===== config.mk =====
export PLATFORM = sky130hd
export DESIGN_NAME = three_level_interrupt_controller
export DESIGN_NICKNAME = d
export VERILOG_FILES = /design/src/inc/irq_ctrl_pkg.sv /design/src/verilog/irq_in_service.sv /design/src/verilog/irq_priority_picker.sv /design/src/verilog/three_level_interrupt_controller.sv
export VERILOG_INCLUDE_DIRS = /design/src /design/src/inc
export SDC_FILE = /design/constraint.sdc
export NUM_CORES = 1
export LEC_CHECK = 0
export BUFFER_PORTS_ARGS = -buffer_cell sky130_fd_sc_hd__buf_2
export CAP_MARGIN = 0
export CORE_ASPECT_RATIO = 0.9
export CORE_MARGIN = 2
export CORE_UTILIZATION = 50
export CTS_CLUSTER_SIZE = 16
export DETAILED_ROUTE_END_ITERATION = 12
export PLACE_DENSITY = 0.82
export SETUP_SLACK_MARGIN = 0.4
export SYNTH_ARGS = -nofsm -noshare
export SYNTH_HDL_FRONTEND = slang
export SYNTH_SLANG_ARGS = --single-unit
export TNS_END_PERCENT = 50

===== constraint.sdc =====
create_clock -name clk -period 2.8 [get_ports clk]
set_input_delay 0.7 -clock clk [delete_from_list [all_inputs] [get_ports clk]]
set_output_delay 0.7 -clock clk [all_outputs]
set_load 0.005 [all_outputs]

===== src/inc/irq_ctrl_consts.svh =====
`ifndef IRQ_CTRL_CONSTS_SVH
`define IRQ_CTRL_CONSTS_SVH

// ==========================================================
// Register offsets
`define ADDR_PRIMARY_IRQ_ENABLE  8'ha8
`define ADDR_PRIMARY_IRQ_LEVEL   8'hb8
`define ADDR_AUX_CONTROL         8'hd8
`define ADDR_EXTENDED_IRQ_ENABLE 8'he8
`define ADDR_EXTENDED_IRQ_LEVEL  8'hf8

// ==========================================================
// Field positions
`define BIT_GLOBAL_IRQ_GATE      7
`define BIT_SERIAL1_DOUBLE_RATE  7
`define BIT_AUX_CTRL_ONE         6
`define BIT_AUX_GROUP_ENABLE     5
`define BIT_AUX_PENDING_FLAG     4
`define BIT_WATCHDOG_PENDING     3

// ==========================================================
// Reset values and fixed read bits
`define RESET_BYTE               8'h00
`define EXT_UPPER_ONES           3'h7

// ==========================================================
// Vector layout
`define VECTOR_BASE              16'h0003
`define VECTOR_SLOT_SHIFT        3
`define VECTOR_AUX               16'h0033
`define WATCHDOG_INDEX           12
`define AUTO_CLEAR_MASK          13'h0f0f

`endif


===== src/inc/irq_ctrl_pkg.sv =====
package irq_ctrl_pkg;

    // Priority level of a request
    typedef enum logic [1:0] {
        LEVEL_LOW,
        LEVEL_HIGH,
        LEVEL_AUX
    } level_type;

    // Entry and return sequencing
    typedef enum logic [2:0] {
        SEQ_IDLE,
        SEQ_PUSH_HI,
        SEQ_VECTOR,
        SEQ_POP_HI,
        SEQ_POP_LO,
        SEQ_LOAD
    } seq_state_type;

endpackage


===== src/verilog/irq_in_service.sv =====
`timescale 1ns/1ps
module irq_in_service
    import irq_ctrl_pkg::*;
(
    input  wire logic      clk,
    input  wire logic      srst,
    input  wire logic      set_pulse,
    input  level_type      set_level,
    input  wire logic      clear_pulse,
    output logic [2:0]     in_service
);

    // ==========================================================
    // Return always closes the most urgent active level
    wire logic [2:0] next_clear = in_service[2] ? 3'h4 : (in_service[1] ? 3'h2 : (in_service[0] ? 3'h1 : 3'h0));
    wire logic [2:0] next_set   = 3'(1) << set_level;

    always_ff @(posedge clk) begin
        if (srst) begin
            in_service <= 3'h0;
        end else if (set_pulse) begin
            in_service <= in_service | next_set;
        end else if (clear_pulse) begin
            in_service <= in_service & ~next_clear;
        end
    end

endmodule // irq_in_service


===== src/verilog/irq_priority_picker.sv =====
`timescale 1ns/1ps
module irq_priority_picker
    import irq_ctrl_pkg::*;
#(
    parameter int NUM_SRC = 13
) (
    input  wire logic [NUM_SRC-1:0] req,
    input  wire logic [NUM_SRC-1:0] level_sel,
    input  wire logic               aux_req,
    output logic                    win_valid,
    output logic [3:0]              win_index,
    output level_type               win_level
);

    // ==========================================================
    // Lowest set index, natural polling order
    function automatic logic [3:0] first_set(input logic [NUM_SRC-1:0] v);
        logic [3:0] r;
        r = 4'h0;
        for (int i = NUM_SRC - 1; i >= 0; i--) begin
            if (v[i]) begin
                r = 4'(i);
            end
        end
        return r;
    endfunction

    wire logic [NUM_SRC-1:0] high_req = req & level_sel;
    wire logic [NUM_SRC-1:0] low_req  = req & ~level_sel;

    // ==========================================================
    // Aux beats high beats low; index order inside a level
    always_comb begin
        win_valid = 1'b1;
        win_index = 4'h0;
        win_level = LEVEL_LOW;
        if (aux_req) begin
            win_level = LEVEL_AUX;
        end else if (|high_req) begin
            win_level = LEVEL_HIGH;
            win_index = first_set(high_req);
        end else if (|low_req) begin
            win_index = first_set(low_req);
        end else begin
            win_valid = 1'b0;
        end
    end

endmodule // irq_priority_picker


===== src/verilog/three_level_interrupt_controller.sv =====
`timescale 1ns/1ps
`include "irq_ctrl_consts.svh"
module three_level_interrupt_controller
    import irq_ctrl_pkg::*;
#(
    parameter int NUM_SRC = 13
) (
    input  wire logic               clk,
    input  wire logic               srst,
    input  wire logic [7:0]         sfr_addr,
    input  wire logic               sfr_wr,
    input  wire logic               sfr_rd,
    input  wire logic [7:0]         sfr_wdata,
    output logic [7:0]              sfr_rdata,
    input  wire logic [NUM_SRC-1:0] src_flag,
    input  wire logic               aux_flag,
    input  wire logic               instr_end,
    input  wire logic               return_from_handler,
    input  wire logic [15:0]        pc_now,
    input  wire logic [7:0]         stack_rdata,
    output logic                    push_valid,
    output logic [7:0]              push_data,
    output logic                    pop_req,
    output logic                    vector_valid,
    output logic [15:0]             vector_addr,
    output logic                    pc_load,
    output logic [15:0]             pc_value,
    output logic [NUM_SRC-1:0]      flag_clear,
    output logic                    seq_busy,
    output logic [2:0]              in_service
);

    // ==========================================================
    // Software visible registers
    logic [7:0]    primary_irq_enable;
    logic [4:0]    primary_irq_level;
    logic          serial1_double_rate;
    logic          aux_group_enable;
    logic [4:0]    extended_irq_enable;
    logic [4:0]    extended_irq_level;

    // ==========================================================
    // Sequencer state
    seq_state_type state;
    logic [7:0]    pc_hold;
    logic [3:0]    taken_index;
    level_type     taken_level;

    // Write strobes decoded once
    wire logic wr_pen  = sfr_wr && (sfr_addr == `ADDR_PRIMARY_IRQ_ENABLE);
    wire logic wr_plv  = sfr_wr && (sfr_addr == `ADDR_PRIMARY_IRQ_LEVEL);
    wire logic wr_aux  = sfr_wr && (sfr_addr == `ADDR_AUX_CONTROL);
    wire logic wr_xen  = sfr_wr && (sfr_addr == `ADDR_EXTENDED_IRQ_ENABLE);
    wire logic wr_xlv  = sfr_wr && (sfr_addr == `ADDR_EXTENDED_IRQ_LEVEL);

    // ==========================================================
    // Register writes; pending flags are not writable here, so
    // software cannot fake an aux event
    always_ff @(posedge clk) begin
        if (srst) begin
            primary_irq_enable  <= `RESET_BYTE;
            primary_irq_level   <= 5'h00;
            serial1_double_rate <= 1'b0;
            aux_group_enable    <= 1'b0;
            extended_irq_enable <= 5'h00;
            extended_irq_level  <= 5'h00;
        end else begin
            if (wr_pen) begin
                primary_irq_enable <= sfr_wdata;
            end
            if (wr_plv) begin
                primary_irq_level <= sfr_wdata[4:0];
            end
            if (wr_aux) begin
                serial1_double_rate <= sfr_wdata[`BIT_SERIAL1_DOUBLE_RATE];
                aux_group_enable    <= sfr_wdata[`BIT_AUX_GROUP_ENABLE];
            end
            if (wr_xen) begin
                extended_irq_enable <= sfr_wdata[4:0];
            end
            if (wr_xlv) begin
                extended_irq_level <= sfr_wdata[4:0];
            end
        end
    end

    // ==========================================================
    // Read views; undefined primary level bits read zero
    wire logic [7:0] view_aux = {serial1_double_rate, 1'b1, aux_group_enable, aux_flag,
                                 src_flag[`WATCHDOG_INDEX], 3'h0};
    wire logic [7:0] view_xen = {`EXT_UPPER_ONES, extended_irq_enable};
    wire logic [7:0] view_xlv = {`EXT_UPPER_ONES, extended_irq_level};
    wire logic [7:0] view_plv = {3'h0, primary_irq_level};

    wire logic [7:0] next_rdata =
        (sfr_addr == `ADDR_PRIMARY_IRQ_ENABLE)  ? primary_irq_enable :
        (sfr_addr == `ADDR_PRIMARY_IRQ_LEVEL)   ? view_plv :
        (sfr_addr == `ADDR_AUX_CONTROL)         ? view_aux :
        (sfr_addr == `ADDR_EXTENDED_IRQ_ENABLE) ? view_xen :
        (sfr_addr == `ADDR_EXTENDED_IRQ_LEVEL)  ? view_xlv : 8'h00;

    // Read data registered; holds until the next read
    always_ff @(posedge clk) begin
        if (srst) begin
            sfr_rdata <= 8'h00;
        end else if (sfr_rd) begin
            sfr_rdata <= next_rdata;
        end
    end

    // ==========================================================
    // Request qualification; flags are levels from the sources,
    // so a masked request simply waits in its source
    wire logic                global_irq_gate = primary_irq_enable[`BIT_GLOBAL_IRQ_GATE];
    // Slot 6 belongs to the aux vector at 33, so no flag source uses it;
    // serial 1 sits in slot 7, and timer 2 and serial 1 stay at low level
    wire logic [NUM_SRC-1:0]  src_enable = {extended_irq_enable, primary_irq_enable[6], 1'b0,
                                            primary_irq_enable[5:0]};
    wire logic [NUM_SRC-1:0]  src_level  = {extended_irq_level, 3'h0, primary_irq_level};
    wire logic                allow_aux  = !in_service[2];
    wire logic                allow_high = !in_service[2] && !in_service[1];
    wire logic                allow_low  = (in_service == 3'h0);
    wire logic [NUM_SRC-1:0]  level_ok   = (src_level & {NUM_SRC{allow_high}}) |
                                           (~src_level & {NUM_SRC{allow_low}});
    wire logic [NUM_SRC-1:0]  qual_req   = src_flag & src_enable & {NUM_SRC{global_irq_gate}} & level_ok;
    wire logic                qual_aux   = aux_flag && aux_group_enable && allow_aux;

    logic          win_valid;
    logic [3:0]    win_index;
    level_type     win_level;

    // Fixed order arbitration inside each level
    irq_priority_picker #(
        .NUM_SRC   (NUM_SRC)
    ) u_picker (
        .req       (qual_req),
        .level_sel (src_level),
        .aux_req   (qual_aux),
        .win_valid (win_valid),
        .win_index (win_index),
        .win_level (win_level)
    );

    // ==========================================================
    // Vector of a source: eight-byte slots from 03, aux at 33
    function automatic logic [15:0] vector_of(input logic [3:0] idx, input level_type lvl);
        if (lvl == LEVEL_AUX) begin
            return `VECTOR_AUX;
        end
        return `VECTOR_BASE + (16'(idx) << `VECTOR_SLOT_SHIFT);
    endfunction

    wire logic take_irq   = (state == SEQ_IDLE) && instr_end && !return_from_handler && win_valid;
    wire logic take_ret   = (state == SEQ_IDLE) && return_from_handler;
    wire logic isv_set    = (state == SEQ_VECTOR);
    wire logic isv_clear  = (state == SEQ_LOAD);
    wire logic [NUM_SRC-1:0] clear_onehot = NUM_SRC'(1) << taken_index;

    // Level bookkeeping for preemption
    irq_in_service u_in_service (
        .clk         (clk),
        .srst        (srst),
        .set_pulse   (isv_set),
        .set_level   (taken_level),
        .clear_pulse (isv_clear),
        .in_service  (in_service)
    );

    // ==========================================================
    // Entry: push low, push high, vector. Return: pop high, pop
    // low, reload. A return in the same cycle as a poll wins,
    // since the handler must close before anything new enters.
    always_ff @(posedge clk) begin
        if (srst) begin
            state        <= SEQ_IDLE;
            pc_hold      <= 8'h00;
            taken_index  <= 4'h0;
            taken_level  <= LEVEL_LOW;
            push_valid   <= 1'b0;
            push_data    <= 8'h00;
            pop_req      <= 1'b0;
            vector_valid <= 1'b0;
            vector_addr  <= 16'h0000;
            pc_load      <= 1'b0;
            pc_value     <= 16'h0000;
            flag_clear   <= '0;
            seq_busy     <= 1'b0;
        end else begin
            vector_valid <= 1'b0;
            pc_load      <= 1'b0;
            flag_clear   <= '0;
            case (state)
                SEQ_IDLE: begin
                    if (take_ret) begin
                        pop_req  <= 1'b1;
                        seq_busy <= 1'b1;
                        state    <= SEQ_POP_HI;
                    end else if (take_irq) begin
                        push_valid  <= 1'b1;
                        push_data   <= pc_now[7:0];
                        pc_hold     <= pc_now[15:8];
                        taken_index <= win_index;
                        taken_level <= win_level;
                        seq_busy    <= 1'b1;
                        state       <= SEQ_PUSH_HI;
                    end
                end
                SEQ_PUSH_HI: begin
                    push_data <= pc_hold;
                    state     <= SEQ_VECTOR;
                end
                SEQ_VECTOR: begin
                    push_valid   <= 1'b0;
                    vector_valid <= 1'b1;
                    vector_addr  <= vector_of(taken_index, taken_level);
                    if (taken_level != LEVEL_AUX) begin
                        flag_clear <= clear_onehot & `AUTO_CLEAR_MASK;
                    end
                    seq_busy <= 1'b0;
                    state    <= SEQ_IDLE;
                end
                SEQ_POP_HI: begin
                    state <= SEQ_POP_LO;
                end
                SEQ_POP_LO: begin
                    // Exactly two pops; a third would eat the outer frame
                    pop_req        <= 1'b0;
                    pc_value[15:8] <= stack_rdata;
                    state          <= SEQ_LOAD;
                end
                SEQ_LOAD: begin
                    pc_value[7:0] <= stack_rdata;
                    pc_load       <= 1'b1;
                    seq_busy      <= 1'b0;
                    state         <= SEQ_IDLE;
                end
                default: begin
                    state <= SEQ_IDLE;
                end
            endcase
        end
    end

    // ==========================================================
    // Checks
    chk_vector_gate: assert property (@(posedge clk) disable iff (srst)
        vector_valid && vector_addr != `VECTOR_AUX |-> $past(global_irq_gate, 3))
        else $error("non-aux vector taken while gate was closed");

    chk_aux_group_gate: assert property (@(posedge clk) disable iff (srst)
        vector_valid && vector_addr == `VECTOR_AUX |-> $past(aux_group_enable, 3))
        else $error("aux vector taken while group disabled");

    chk_push_order: assert property (@(posedge clk) disable iff (srst)
        take_irq |=> push_valid && push_data == $past(pc_now[7:0])
                     ##1 push_valid && push_data == $past(pc_now[15:8], 2)
                     ##1 vector_valid)
        else $error("push order or byte wrong");

    chk_vector_value: assert property (@(posedge clk) disable iff (srst)
        take_irq && win_level != LEVEL_AUX |-> ##3 vector_addr == 16'h0003 + 16'($past(win_index, 3)) * 16'h0008)
        else $error("vector address wrong");

    chk_timer1_vector: assert property (@(posedge clk) disable iff (srst)
        take_irq && win_level != LEVEL_AUX && win_index == 4'h3 |-> ##3 vector_valid && vector_addr == 16'h001b)
        else $error("timer 1 not vectored to its handler");

    chk_flag_autoclear: assert property (@(posedge clk) disable iff (srst)
        vector_valid && vector_addr == 16'h000b |-> flag_clear == 13'h0002)
        else $error("timer 0 flag not cleared on vector");

    chk_aux_no_preempt: assert property (@(posedge clk) disable iff (srst)
        in_service[2] |-> !take_irq)
        else $error("request taken during aux handler");

    chk_high_only_aux: assert property (@(posedge clk) disable iff (srst)
        in_service[1] && take_irq |-> win_level == LEVEL_AUX)
        else $error("non-aux preempted a high handler");

    chk_low_when_idle: assert property (@(posedge clk) disable iff (srst)
        take_irq && win_level == LEVEL_LOW |-> in_service == 3'h0)
        else $error("low request taken with a handler active");

    chk_pop_restore: assert property (@(posedge clk) disable iff (srst)
        take_ret ##1 pop_req ##1 pop_req |=> ##1 pc_load && pc_value == {$past(stack_rdata, 2), $past(stack_rdata)})
        else $error("return did not reload popped address");

    chk_ext_ones: assert property (@(posedge clk) disable iff (srst)
        $past(sfr_rd) && $past(sfr_addr) == `ADDR_EXTENDED_IRQ_ENABLE |-> sfr_rdata[7:5] == 3'h7)
        else $error("extended enable upper bits not one");

    cov_preempt_low: cover property (@(posedge clk) disable iff (srst)
        in_service[0] && take_irq && win_level == LEVEL_HIGH);

    cov_aux_entry: cover property (@(posedge clk) disable iff (srst)
        vector_valid && vector_addr == `VECTOR_AUX);

    cov_return: cover property (@(posedge clk) disable iff (srst) pc_load);

    cov_watchdog_entry: cover property (@(posedge clk) disable iff (srst)
        vector_valid && vector_addr == 16'h0063);

endmodule // three_level_interrupt_controller

=== Word-level counts from Yosys, hierarchy flattened ===
Index checks and enable logic that the tools add are counted.

* Logic and storage cells: 153
* Register bits: 111
* Input port bits: 60
* Output and inout port bits: 69

* Reduce and logical (&&, ||, !) cells: 32
* $add $sub $neg: 1
* Shifts and indexed selects: 2
* Equality and inequality tests: 16
* Bitwise gates (word level): 15
* Mux-type cells: 64

{| class="wikitable"
|+ Operators with widths
! kind !! number
|-
| $mux 4 || 29
|-
| $and 13x13->13 || 7
|-
| $mux 8 || 7
|-
| $eq 8x8->1 const B || 5
|-
| $mux 16 || 2
|-
| $reduce_or 13->1 || 2
|-
| $mux 3 || 6
|-
| $pmux 8 s2 || 1
|-
| $mux 1 || 14
|-
| $not 13->13 || 1
|-
| $or 13x13->13 || 1
|-
| $logic_and 1x1->1 || 12
|-
| $pmux 3 s4 || 1
|-
| $shl 1x4->12 const A || 1
|-
| $reduce_bool 2->1 || 5
|-
| $reduce_and 3->1 || 3
|-
| $add 2x7->8 const A || 1
|-
| $ne 2x2->1 const B || 4
|-
| $eq 3x2->1 const B || 2
|-
| $eq 3x3->1 const B || 2
|-
| $logic_not 3->1 || 2
|-
| $pmux 1 s2 || 3
|-
| $reduce_and 2->1 || 2
|-
| $reduce_or 2->1 || 2
|-
| 11 further kinds || 15
|}

=== Longest topological paths before layout ===
Gate-level depths: netlist of run 1.

* Word-level depth: 22
* Gate-level depth with buffers: 8
* Mapped depth without buffers: 6

=== Cells and area by module ===
From an unflattened synthesis of run 1, not the netlist that was laid out.

* Cells, all modules: 533
* Area total of the unflattened synthesis: 4536.9 µm²

{| class="wikitable"
|+ Modules (own cells, without submodules)
! module !! area an instance (µm²) !! cells an instance !! sequential area each (µm²) !! instances
|-
| three_level_interrupt_controller || 3831.2 || 437 || 1841.8 || 1
|-
| irq_priority_picker || 579.3 || 82 || 0.0 || 1
|-
| irq_in_service || 126.4 || 14 || 60.1 || 1
|}

=== Worst setup path before layout of run 1 ===
No wires, ideal clock.

* Path kind: in2reg
* Start: input port src_flag[9]
* End: register push_data[0]
* Cell stages on the path: 6
* Required time: 2714 ps
* Setup slack: 581 ps
* Path buffers: 0
* Setup time: 86 ps
* Arrival: 2133 ps
* Cells stage by stage: nand3_1 nand4_4 o41ai_4 nand4_4 a22o_4 a211oi_1

* Word-level cells in the longest chain between the ends: 11
* Elaborated cells on any way between the ends: 13
* Classes of those cells: 1 x eq/ne; 3 x mux; 5 x bitwise; 4 x reduce/logical

{| class="wikitable"
|+ RTL lines
! what !! RTL line !! RTL
|-
| from (decl) || three_level_interrupt_controller.sv:15 || <nowiki>input wire logic [NUM_SRC-1:0] src_flag,</nowiki>
|-
| $and 13x13->13 (*) (3 in a row) || three_level_interrupt_controller.sv:125 || <nowiki>wire logic [NUM_SRC-1:0] qual_req = src_flag & src_enable & {NUM_SRC{global_irq_gate}} & level_ok;</nowiki>
|-
| $and 13x13->13 || irq_priority_picker.sv:29 || <nowiki>wire logic [NUM_SRC-1:0] low_req = req & ~level_sel;</nowiki>
|-
| $reduce_or 13->1 || irq_priority_picker.sv:42 || <nowiki>end else if (|low_req) begin</nowiki>
|-
| $mux 1 || irq_priority_picker.sv:42 ||
|-
| $mux 1 (*) || irq_priority_picker.sv:39 || <nowiki>end else if (|high_req) begin</nowiki>
|-
| $mux 1 (*) || irq_priority_picker.sv:37 || <nowiki>if (aux_req) begin</nowiki>
|-
| $logic_and 1x1->1 (*) || three_level_interrupt_controller.sv:153 || <nowiki>wire logic take_irq = (state == SEQ_IDLE) && instr_end && !return_from_handler && win_valid;</nowiki>
|-
| $ne 2x2->1 (no line) (*) || - ||
|-
| $reduce_and 3->1 (no line) (*) || - ||
|-
| to (signal assigned) || three_level_interrupt_controller.sv:200 || <nowiki>push_data <= pc_now[7:0];</nowiki>
|-
| to (signal assigned) || three_level_interrupt_controller.sv:209 || <nowiki>push_data <= pc_hold;</nowiki>
|-
| to (decl) || three_level_interrupt_controller.sv:22 || <nowiki>output logic [7:0] push_data,</nowiki>
|}

Every way passes the cells marked *; elsewhere a longest branch is shown, timed or not.
A chain may end at the register's enable or synchronous reset.

=== Worst setup path after layout of run 1 ===
* Start: register u_in_service.in_service[0]
* End: register pc_hold[2]

* Word-level cells in the longest chain between the ends: 11
* Elaborated cells on any way between the ends: 13
* Classes of those cells: 3 x mux; 5 x bitwise; 5 x reduce/logical

{| class="wikitable"
|+ RTL lines
! what !! RTL line !! RTL
|-
| from (decl) || irq_in_service.sv:10 || <nowiki>output logic [2:0] in_service</nowiki>
|-
| from (signal assigned) || irq_in_service.sv:22 || <nowiki>in_service <= in_service | next_set;</nowiki>
|-
| from (signal assigned) || irq_in_service.sv:24 || <nowiki>in_service <= in_service & ~next_clear;</nowiki>
|-
| $logic_not 3->1 (*) || three_level_interrupt_controller.sv:122 || <nowiki>wire logic allow_low = (in_service == 3'h0);</nowiki>
|-
| $and 13x13->13 (*) || three_level_interrupt_controller.sv:124 || <nowiki>(~src_level & {NUM_SRC{allow_low}});</nowiki>
|-
| $or 13x13->13 (*) || three_level_interrupt_controller.sv:123 || <nowiki>wire logic [NUM_SRC-1:0] level_ok = (src_level & {NUM_SRC{allow_high}}) |</nowiki>
|-
| $and 13x13->13 (*) || three_level_interrupt_controller.sv:125 ||
|-
| $and 13x13->13 || irq_priority_picker.sv:29 ||
|-
| $reduce_or 13->1 || irq_priority_picker.sv:42 ||
|-
| $mux 1 || irq_priority_picker.sv:42 ||
|-
| $mux 1 (*) || irq_priority_picker.sv:39 ||
|-
| $mux 1 (*) || irq_priority_picker.sv:37 ||
|-
| $logic_and 1x1->1 (*) || three_level_interrupt_controller.sv:153 ||
|-
| $reduce_and 3->1 (no line) (*) || - ||
|-
| to (signal assigned) || three_level_interrupt_controller.sv:201 || <nowiki>pc_hold <= pc_now[15:8];</nowiki>
|-
| to (decl) || three_level_interrupt_controller.sv:45 || <nowiki>logic [7:0] pc_hold;</nowiki>
|}

Marks and branches as above.

==> qor.csv, run 1 <==
metric,value,unit
outcome,"finished, final reports clean",
Pleak,0.002221,uW
setup ws final,578.3,ps
max_cap viols,0,
Power Dens Cells,478.0,mW/mm2
CTS Buf Count,9,
drt total wl,10610,um
via count,3871,
Cell Rows,32,
pre-CTS setup slack,178.2,ps
skew final,16.25,ps
min Tclk post-route,2222,ps
Hold Path Class,flop to flop,
Most used DFF post-synth,dfxtp_1,
CP max stage delay,570,ps
global placement routability congestion,0.9341,
"top cells by area, synth","dfxtp_1 (42%), mux2i_1 (12%), nor2_1 (6.4%)",
Synth Cell Area,0.004482,mm2
reg-to-reg critical path startpoint,u_in_service.in_service[0],
hold path startpoint,pc_value[15],
critical path class,flop to flop,
core area,0.008648,mm2
cts repair resizes,0,
setup repair bufs after CTS,0,
Avg WL per Cell,14.88,um
number of global-route vias before repair,3780,
initial antenna violation count,0,
total power,2520,uW
largest net degree at the start of global routing,89,
RSZ-0062 raised after global routing,no,
Top Layer Used,met4,
Layout fillers,776,
layout cells sized above 1,0.2694,
Worst-path clk slew,110,ps
Util after Layout,0.6095,
CP max FO,11,
Initial Utilization,0.5182,
worst hold path cell count,2,
Initial DRT Pass Iterations,4,
TritonCTS clock tree,yes,
DRT met1 WL,4726,um
length in cells of the worst reg-to-reg path,7,
maximum vdd drop,0.2794,mV
period utilisation layout,0.7935,
"Distinct cells, synth",56,
r2r setup slk,580,ps
Critical Path RT,3050,ps
final hold violation count,0,
WL met2,4937,um
Least-Margin Pin Slew,806.3,ps
"Net count, final",649,
data arrival time of the critical path,2470,ps
worst-skew pair later-pin latency,370,ps
hold buffer count at CTS,0,
Congestion Overflow GR,0,
register bit total from synthesis,95,
die height,93.82,um
Critical Path Source Type,flop,
Synth top cells by count,"dfxtp_1 (95), nor2_1 (77), mux2i_1 (53)",
vias per inst,5.429,
Fmax,450.1,MHz
# port buffers,112,
# IOs,129,
Synth top area share,0.4243,
CTS Sinks,95,
setup violators final,0,
Worst slew margin,0.4611,
dpl hpwl,7832,um
count of mapped cells out of synthesis,487,
met3 wire length,804,um
first-pass GRT wire length,17800,um
Max Slew Vio Count,0,
asr flop ratio synth,0,
n_diodes,0,
register area share after synthesis,0.4243,
Die Area,0.009738,mm2
DRT iter0 DRCs,249,
TNS Setup,0,ps
post-route ant nets,0,
number of remaining DRC errors,0,
Max clock buf depth,2,
CP max-delay cell,nor4bb_1,
hold endpoint,pc_value[15],
clock root buffer,clkbuf_8,
Yosys top cell by area,dfxtp_1,
CP cell instances,"nor4bb_1, o41a_1, nor2_2, a41oi_2, buf_4, mux2i_1, nor2_1",
worst r2r dst,pc_hold[2],
Die X,103.8,um
Overall Global Routing Usage,0.2233,
CP Capture Type,flop,
Yosys Warn Count,0,
most frequent cell after synthesis,dfxtp_1,
H-tree depth,3,
number of synthesized flops with an enable pin,0,
"Area growth, synth to finish",17.62,%
Syn Area/Cell,9.203,um2
flip-flops by register name, indices dropped and copies added (netlist names), 8 cells and up:
register            cells
pc_value               16
primary_irq_enable      8
push_data               8
pc_hold                 8
flag_clear              8
sfr_rdata               8
logic make-up after synthesis:
group / after synthesis / share of synthesized area
compound gates: 80 / 0.1262
buf+inv: 45 / 0.05639
flops: 95 / 0.4243
mux: 58 / 0.1385
other cells: 1 / 0.0008367
simple gates: 208 / 0.2538
worst max path at each step:
stage,startpoint,end,slack [ps]
finish,u_in_service.in_service[0],pc_hold[2],580
global route,u_in_service.in_service[0],pc_hold[2],410
CTS,u_in_service.in_service[0],push_data[2],420
detailed placement,src_flag[2],push_data[2],180
global placement,src_flag[9],push_data[3],270
floorplan,src_flag[9],push_data[0],580
critical path, delay by kind of cell (launching register included):
kind / cells / cell delay [ps]
DFF: 1 / 410
AOI/OAI and AO/OA: 2 / 480
muxes: 1 / 240
and+or+nand+nor: 3 / 720
buffers and inverters: 1 / 230
cell type report:
class	count	area, um2	share of cell area
clock inverters	7	78.83	0.01495
flip-flops and latches	95	1903	0.3610
multi-input cells	361	2380	0.4515
inverters	3	11.26	0.002136
repair buffers	119	625.6	0.1187
clock buffers	9	123.9	0.02350
well taps	119	148.9	0.02825
through the flow:
step	hold WS, ps	area, um2	std cells
global placement	440.7	5067	697
floorplan	448.3	4534	501
detailed placement	451.5	5067	697
finish	467.3	5271	713
global route	493.8	5271	713
CTS	466.4	5270	713
power by group:
group | internal, uW | switching (uW)
Combinational | 95.7 | 121
Sequential | 1380 | 22.0
Clock | 355 | 550
layout by cell type, fill, tap and decap left out, drive strengths merged, types with 7 or more instances in the layout:
master and count:
a221oi 10, inv 7, clkbuf 9, nor2 78
nand4 7, mux2i 53, nor3 9, dfxtp 95
a21oi 29, nand2 29, buf 119, nand2b 12
a211oi 15, nand3 26, conb 15, o21ai 11
routing by layer:
layer  vias to the layer above  GRT usage
met5                         -          0
met4                         0    0.08221
met3                        13    0.05132
met2                       156     0.3703
met1                      1777     0.2872
li1                       1925          -
No activity file was read; power rests on OpenSTA's default activity.
==> run 2: changes to the inputs <==
--- a/config.mk
+++ b/config.mk
@@ -10,10 +10,10 @@
 export CAP_MARGIN = 0
 export CORE_ASPECT_RATIO = 0.9
 export CORE_MARGIN = 2
-export CORE_UTILIZATION = 50
+export CORE_UTILIZATION = 47
 export CTS_CLUSTER_SIZE = 16
 export DETAILED_ROUTE_END_ITERATION = 12
-export PLACE_DENSITY = 0.82
+export PLACE_DENSITY = 0.81
 export SETUP_SLACK_MARGIN = 0.4
 export SYNTH_ARGS = -nofsm -noshare
 export SYNTH_HDL_FRONTEND = slang
==> constraint.sdc (replaced) <==
create_clock -name clk -period 1.9 [get_ports clk]
set_input_delay 0.475 -clock clk [delete_from_list [all_inputs] [get_ports clk]]
set_output_delay 0.475 -clock clk [all_outputs]
set_load 0.005 [all_outputs]
==> qor.csv, run 2 (synthesis gave the netlist of run 1 again) <==
metric,value,unit,change
GR Util met3,0.04178,,was 0.05132
hold buffer count at CTS,0,,unchanged
core area,0.009208,mm2,was 0.008648 mm2
CP bufs+invs,1,,unchanged
final hold violation count,0,,unchanged
period utilisation layout,1.082,,was 0.7935
H-tree depth,3,,unchanged
"CP delay by family, top",compound AO/OA/AOI/OAI gates,,was simple AND/OR/NAND/NOR gates
largest net degree at the start of global routing,89,,unchanged
vias per inst,5.326,,was 5.429
"Area growth, synth to finish",35.65,%,was 17.62%
# port buffers,112,,unchanged
layout cells sized above 1,0.4046,,was 0.2694
critical path class,flop to flop,,unchanged
"commonest non-fill, non-tap cell in the layout",buf_2,,unchanged
# IOs,129,,unchanged
Hold Path Class,input pin to flop,,was flop to flop
Initial DRT Pass Iterations,5,,was 4
skew final,8.570,ps,was 16.25 ps
die height,96.64,um,was 93.82 um
via count,4138,,"was 3,871"
clock root buffer,clkbuf_8,,unchanged
Worst-path clk slew,90,ps,was 110 ps
Fmax,486.3,MHz,was 450.1 MHz
met1 usage,0.3113,,was 0.2872
Avg WL per Cell,15.19,um,was 14.88 um
dpl hpwl,8643,um,was 7832 um
post-route ant nets,0,,unchanged
Critical Path Source Type,flop,,unchanged
Largest register FFs,16,,unchanged
first-pass GRT wire length,19460,um,"was 17,800 um"
"Net count, final",710,,was 649
Initial Utilization,0.4868,,was 0.5182
global placement routability congestion,0.9245,,was 0.9341
CP max-delay cell,dfxtp_4,,was nor4bb_1
RSZ-0062 raised after global routing,yes,,was no
setup violators final,24,,was 0
DRT iter0 DRCs,261,,was 249
outcome,finished with violations,,"was finished, final reports clean"
drt total wl,11810,um,"was 10,610 um"
initial antenna violation count,0,,unchanged
n_diodes,0,,unchanged
max_cap viols,0,,unchanged
CTS Buf Count,9,,unchanged
Overall Global Routing Usage,0.2331,,was 0.2233
Die X,106.9,um,was 103.8 um
"commonest cells after routing, fill and taps aside","buf_2 (110), dfxtp_1 (87), nor2_1 (74)",,"was buf_2 (112), dfxtp_1 (94), nor2_1 (77)"
Pleak,0.002582,uW,was 0.002221 uW
Max Slew Vio Count,0,,unchanged
CP Capture Type,flop,,unchanged
Power Dens Cells,632.9,mW/mm2,was 478.0 mW/mm2
Congestion Overflow GR,0,,unchanged
failing checks,setup timing,,
hold slack,349.5,ps,was 467.3 ps
Die Area,0.01033,mm2,was 0.009738 mm2
maximum vdd drop,0.4906,mV,was 0.2794 mV
number of remaining DRC errors,0,,unchanged
data arrival time of the critical path,2290,ps,was 2470 ps
Biggest register,pc_value,,unchanged
Cell Rows,33,,was 32
CP max FO,8,,was 11
met2 Usage GRT,0.3836,,was 0.3703
CP cell instances,"nor4bb_2, o41a_1, nor2_4, a41oi_4, buf_4, mux2i_1, nor2_1",,"was nor4bb_1, o41a_1, nor2_2, a41oi_2, buf_4, mux2i_1, nor2_1"
TritonCTS clock tree,yes,,unchanged
gr busiest metal,met2,,unchanged
CTS Sinks,95,,unchanged
number of global-route vias before repair,3996,,"was 3,780"
worst-skew pair later-pin latency,360,ps,was 370 ps
min Tclk post-route,2057,ps,was 2222 ps
Max clock buf depth,2,,unchanged
Critical Path RT,2130,ps,was 3050 ps
Layout fillers,767,,was 776
total power,3848,uW,was 2520 uW
CP max stage delay,410,ps,was 570 ps
setup ws final,-156.5,ps,was 578.3 ps
run 2: cell count changes in the layout (fill, tap and decap cells not counted), sizes merged:
cell	change
bufinv	+1
clkinv	-3
clkinvlp	+2
inv	-1
buf	+60
nand4	+1
clkbuf	+1
run 2: metrics by stage:
stage | instance area, um2 | instances | utilization | setup slack (ps) | setup TNS (ps)
after global routing | 6080 | 777 | 0.6603 | -259.1 | -5286
after CTS | 5918 | 772 | 0.6428 | -120.1 | -1854
after floorplan | 4678 | 501 | - | -39.66 | -730.0
after global placement | 5642 | 755 | 0.6127 | -284.6 | -6029
after detailed placement | 5642 | 755 | 0.6127 | -320.4 | -6774
final | 6080 | 777 | 0.6603 | -156.5 | -2502
run 2: path summary, 6_finish.rpt:
| check | from | end | slack (ps) | cells after the start |
|---|---|---|---|---|
| worst min register to register | pc_value[11] | pc_value[11] | 460 | 2 |
| worst min-delay path | pc_now[12] | pc_hold[4] | 350 | 3 |
| worst max register to register | u_in_service.in_service[0] | pc_hold[6] | -160 | 7 |
| worst max-delay path | u_in_service.in_service[0] | pc_hold[6] | -160 | 7 |
run 2: where the power goes:
group	internal [uW]	switching, uW	total, uW
Sequential	2030	35.5	2060
Combinational	176	207	383
Clock	663	739	1400
Total	2870	981	3850
run 2: repair_timing:
action / CTS / global route
hold endpoints to repair: 0 / 0
resized for setup: 14 / 25
gates cloned: 0 / 1
pin swaps: 7 / 13
buffers inserted: 1 / 4
endpoints found under the setup margin: 35 / 51
run 2: area by class of cell:
type / count / area, um2 / area share
clock buffers: 10 / 137.6 / 0.02264
clock inverters: 6 / 73.82 / 0.01214
inverters: 3 / 11.26 / 0.001852
multi-input cells: 362 / 2650 / 0.4359
flip-flops and latches: 95 / 1914 / 0.3149
well taps: 122 / 152.6 / 0.02511
repair buffers: 179 / 1140 / 0.1875
run 2: metal layers:
| layer | vias up | routed length, um | share of wire |
|---|---|---|---|
| met5 | - | 0 | 0 |
| met4 | 0 | 145 | 0.012 |
| met3 | 12 | 723 | 0.061 |
| met2 | 119 | 5733 | 0.49 |
| met1 | 1947 | 5204 | 0.44 |
| li1 | 2060 | - | - |
run 2: worst reg2reg max path: cells and delay by family, from the launching register on:
family,cells,cell delay (ps)
AOI/OAI and AO/OA,2,570
buffers and inverters,1,190
DFF,1,410
muxes,1,210
and+or+nand+nor,3,560
==> run 3: changes to the inputs <==
--- a/config.mk
+++ b/config.mk
@@ -6,14 +6,14 @@
 export SDC_FILE = /design/constraint.sdc
 export NUM_CORES = 1
 export LEC_CHECK = 0
-export BUFFER_PORTS_ARGS = -buffer_cell sky130_fd_sc_hd__buf_2
 export CAP_MARGIN = 0
 export CORE_ASPECT_RATIO = 0.9
 export CORE_MARGIN = 2
-export CORE_UTILIZATION = 47
+export CORE_UTILIZATION = 50
 export CTS_CLUSTER_SIZE = 16
 export DETAILED_ROUTE_END_ITERATION = 12
-export PLACE_DENSITY = 0.81
+export DONT_BUFFER_PORTS = 1
+export PLACE_DENSITY = 0.73
 export SETUP_SLACK_MARGIN = 0.4
 export SYNTH_ARGS = -nofsm -noshare
 export SYNTH_HDL_FRONTEND = slang
==> qor.csv, run 3 (synthesis gave the netlist of run 1 again) <==
metric,value,unit,change
TritonCTS clock tree,yes,,unchanged
worst-skew pair later-pin latency,360,ps,about the same
first-pass GRT wire length,18370,um,"was 19,460 um"
Largest register FFs,16,,unchanged
Cell Rows,32,,was 33
clock root buffer,clkbuf_8,,unchanged
skew final,13.65,ps,was 8.570 ps
Net Sw Frac,0.2566,,was 0.2550
Comb power frac,0.059,,was 0.099
RSZ-0062 raised after global routing,yes,,unchanged
n_diodes,0,,unchanged
Die Area,0.009738,mm2,was 0.01033 mm2
Critical Path RT,2190,ps,was 2130 ps
Biggest register,pc_value,,unchanged
vias per inst,5.713,,was 5.326
# IOs,129,,unchanged
internal power,2633,uW,was 2867 uW
"CP delay by family, top",compound AO/OA/AOI/OAI gates,,unchanged
Congestion Overflow GR,0,,unchanged
drt total wl,11350,um,"was 11,810 um"
Pleak,0.001998,uW,was 0.002582 uW
CTS Buf Count,9,,unchanged
Clock power frac,0.356,,was 0.364
hold buffer count at CTS,0,,unchanged
Initial Utilization,0.5182,,was 0.4868
Hold Path Class,input pin to flop,,unchanged
Overall Global Routing Usage,0.2355,,was 0.2331
post-route ant nets,0,,unchanged
layout cells sized above 1,0.2608,,was 0.4046
"commonest cells after routing, fill and taps aside","dfxtp_1 (90), nor2_1 (73), mux2i_1 (52)",,"was buf_2 (110), dfxtp_1 (87), nor2_1 (74)"
Net Switching,908.7,uW,was 981.2 uW
Die X,103.8,um,was 106.9 um
final hold violation count,0,,unchanged
CP bufs+invs,0,,was 1
Max clock buf depth,2,,unchanged
min Tclk post-route,2031,ps,was 2057 ps
Fmax,492.4,MHz,was 486.3 MHz
CP Capture Type,flop,,unchanged
initial antenna violation count,0,,unchanged
largest net degree at the start of global routing,90,,was 89
Critical Path Source Type,flop,,unchanged
CP max FO,8,,unchanged
outcome,finished with violations,,unchanged
CP max-delay cell,o41a_1,,was dfxtp_4
number of global-route vias before repair,3674,,"was 3,996"
dpl hpwl,8122,um,was 8643 um
Initial DRT Pass Iterations,4,,was 5
Power Dens Cells,658.8,mW/mm2,was 632.9 mW/mm2
Worst-path clk slew,100,ps,was 90 ps
core area,0.008648,mm2,was 0.009208 mm2
maximum vdd drop,0.5018,mV,was 0.4906 mV
Avg WL per Cell,17.41,um,was 15.19 um
CTS Sinks,95,,unchanged
sequential share of power,0.585,,was 0.536
number of remaining DRC errors,0,,unchanged
CP cell instances,"nor4bb_4, o41a_1, nor2_4, nand4_4, a22o_4, a211oi_2",,"was nor4bb_2, o41a_1, nor2_4, a41oi_4, buf_4, mux2i_1, nor2_1"
"Net count, final",588,,was 710
setup ws final,-131.0,ps,was -156.5 ps
failing checks,setup timing,,unchanged
CP max stage delay,490,ps,was 410 ps
# port buffers,0,,was 112
pre-CTS setup slack,-219.1,ps,was -320.4 ps
total power,3541,uW,was 3848 uW
DRT iter0 DRCs,156,,was 261
period utilisation layout,1.069,,was 1.082
via count,3725,,"was 4,138"
setup violators final,23,,was 24
data arrival time of the critical path,2320,ps,was 2290 ps
H-tree depth,3,,unchanged
"Area growth, synth to finish",19.93,%,was 35.65%
critical path class,flop to flop,,unchanged
die height,93.82,um,was 96.64 um
max_cap viols,0,,unchanged
"commonest non-fill, non-tap cell in the layout",dfxtp_1,,was buf_2
Max Slew Vio Count,0,,unchanged
global placement routability congestion,0.9280,,was 0.9245
[run 3: area by class of cell]
class                   count  area (um2)
fillers                   745        3273
inverters                   3       11.26
well taps                 119       148.9
clock inverters             7       63.81
repair buffers             57       471.7
flip-flops and latches     95        1911
clock buffers               9       123.9
multi-input cells         362        2645
[run 3: routing by layer]
layer	routed length (um)	track usage	vias to the layer above
met5	0	0	-
met4	127	0.05405	0
met3	796	0.07004	13
met2	5491	0.4062	110
met1	4936	0.2931	1786
li1	-	-	1816
[run 3: power groups by stage]
| stage | clock (uW) | sequential [uW] | combinational [uW] |
|---|---|---|---|
| after global placement | 0 | 2110 | 184 |
| after floorplan | 0 | 2090 | 225 |
| after detailed placement | 0 | 2110 | 191 |
| after global routing | 1360 | 2080 | 233 |
| after CTS | 1300 | 2070 | 201 |
| final | 1260 | 2070 | 209 |
[run 3: worst paths after layout]
path | startpoint | end | slack, ps | depth (start not counted)
worst max-delay path | u_in_service.in_service[0] | push_data[4] | -130 | 6
worst min register to register | pc_value[13] | pc_value[13] | 470 | 2
worst min-delay path | srst | pc_value[13] | 170 | 1
worst max register to register | u_in_service.in_service[0] | push_data[4] | -130 | 6
[run 3: stage by stage]
step	util	cells	area (um2)	hold WS, ps	TNS, ps
2_1_floorplan	-	501	4678	448.3	-730.0
4_1_cts	0.6127	650	5299	153.7	-1376
6_report	0.6215	652	5375	173.5	-1690
3_5_place_dp	0.5761	629	4982	463.0	-2851
5_1_grt	0.6215	652	5375	149.5	-4630
3_3_place_gp	0.5761	629	4982	456.7	-2593
[run 3: timing repair]
| item | CTS | global route |
|---|---|---|
| buffers inserted | 3 | 2 |
| endpoints found under the setup margin | 25 | 34 |
| cloned | 2 | 0 |
| gates resized for setup | 19 | 12 |
| pin swaps | 10 | 9 |
[run 3: worst reg2reg max path, stage by stage (launching register included)]
cell	delay (ps)
dfxtp_4	440
nor4bb_4	80
o41a_1	490
nor2_4	240
nand4_4	180
a22o_4	320
a211oi_2	220
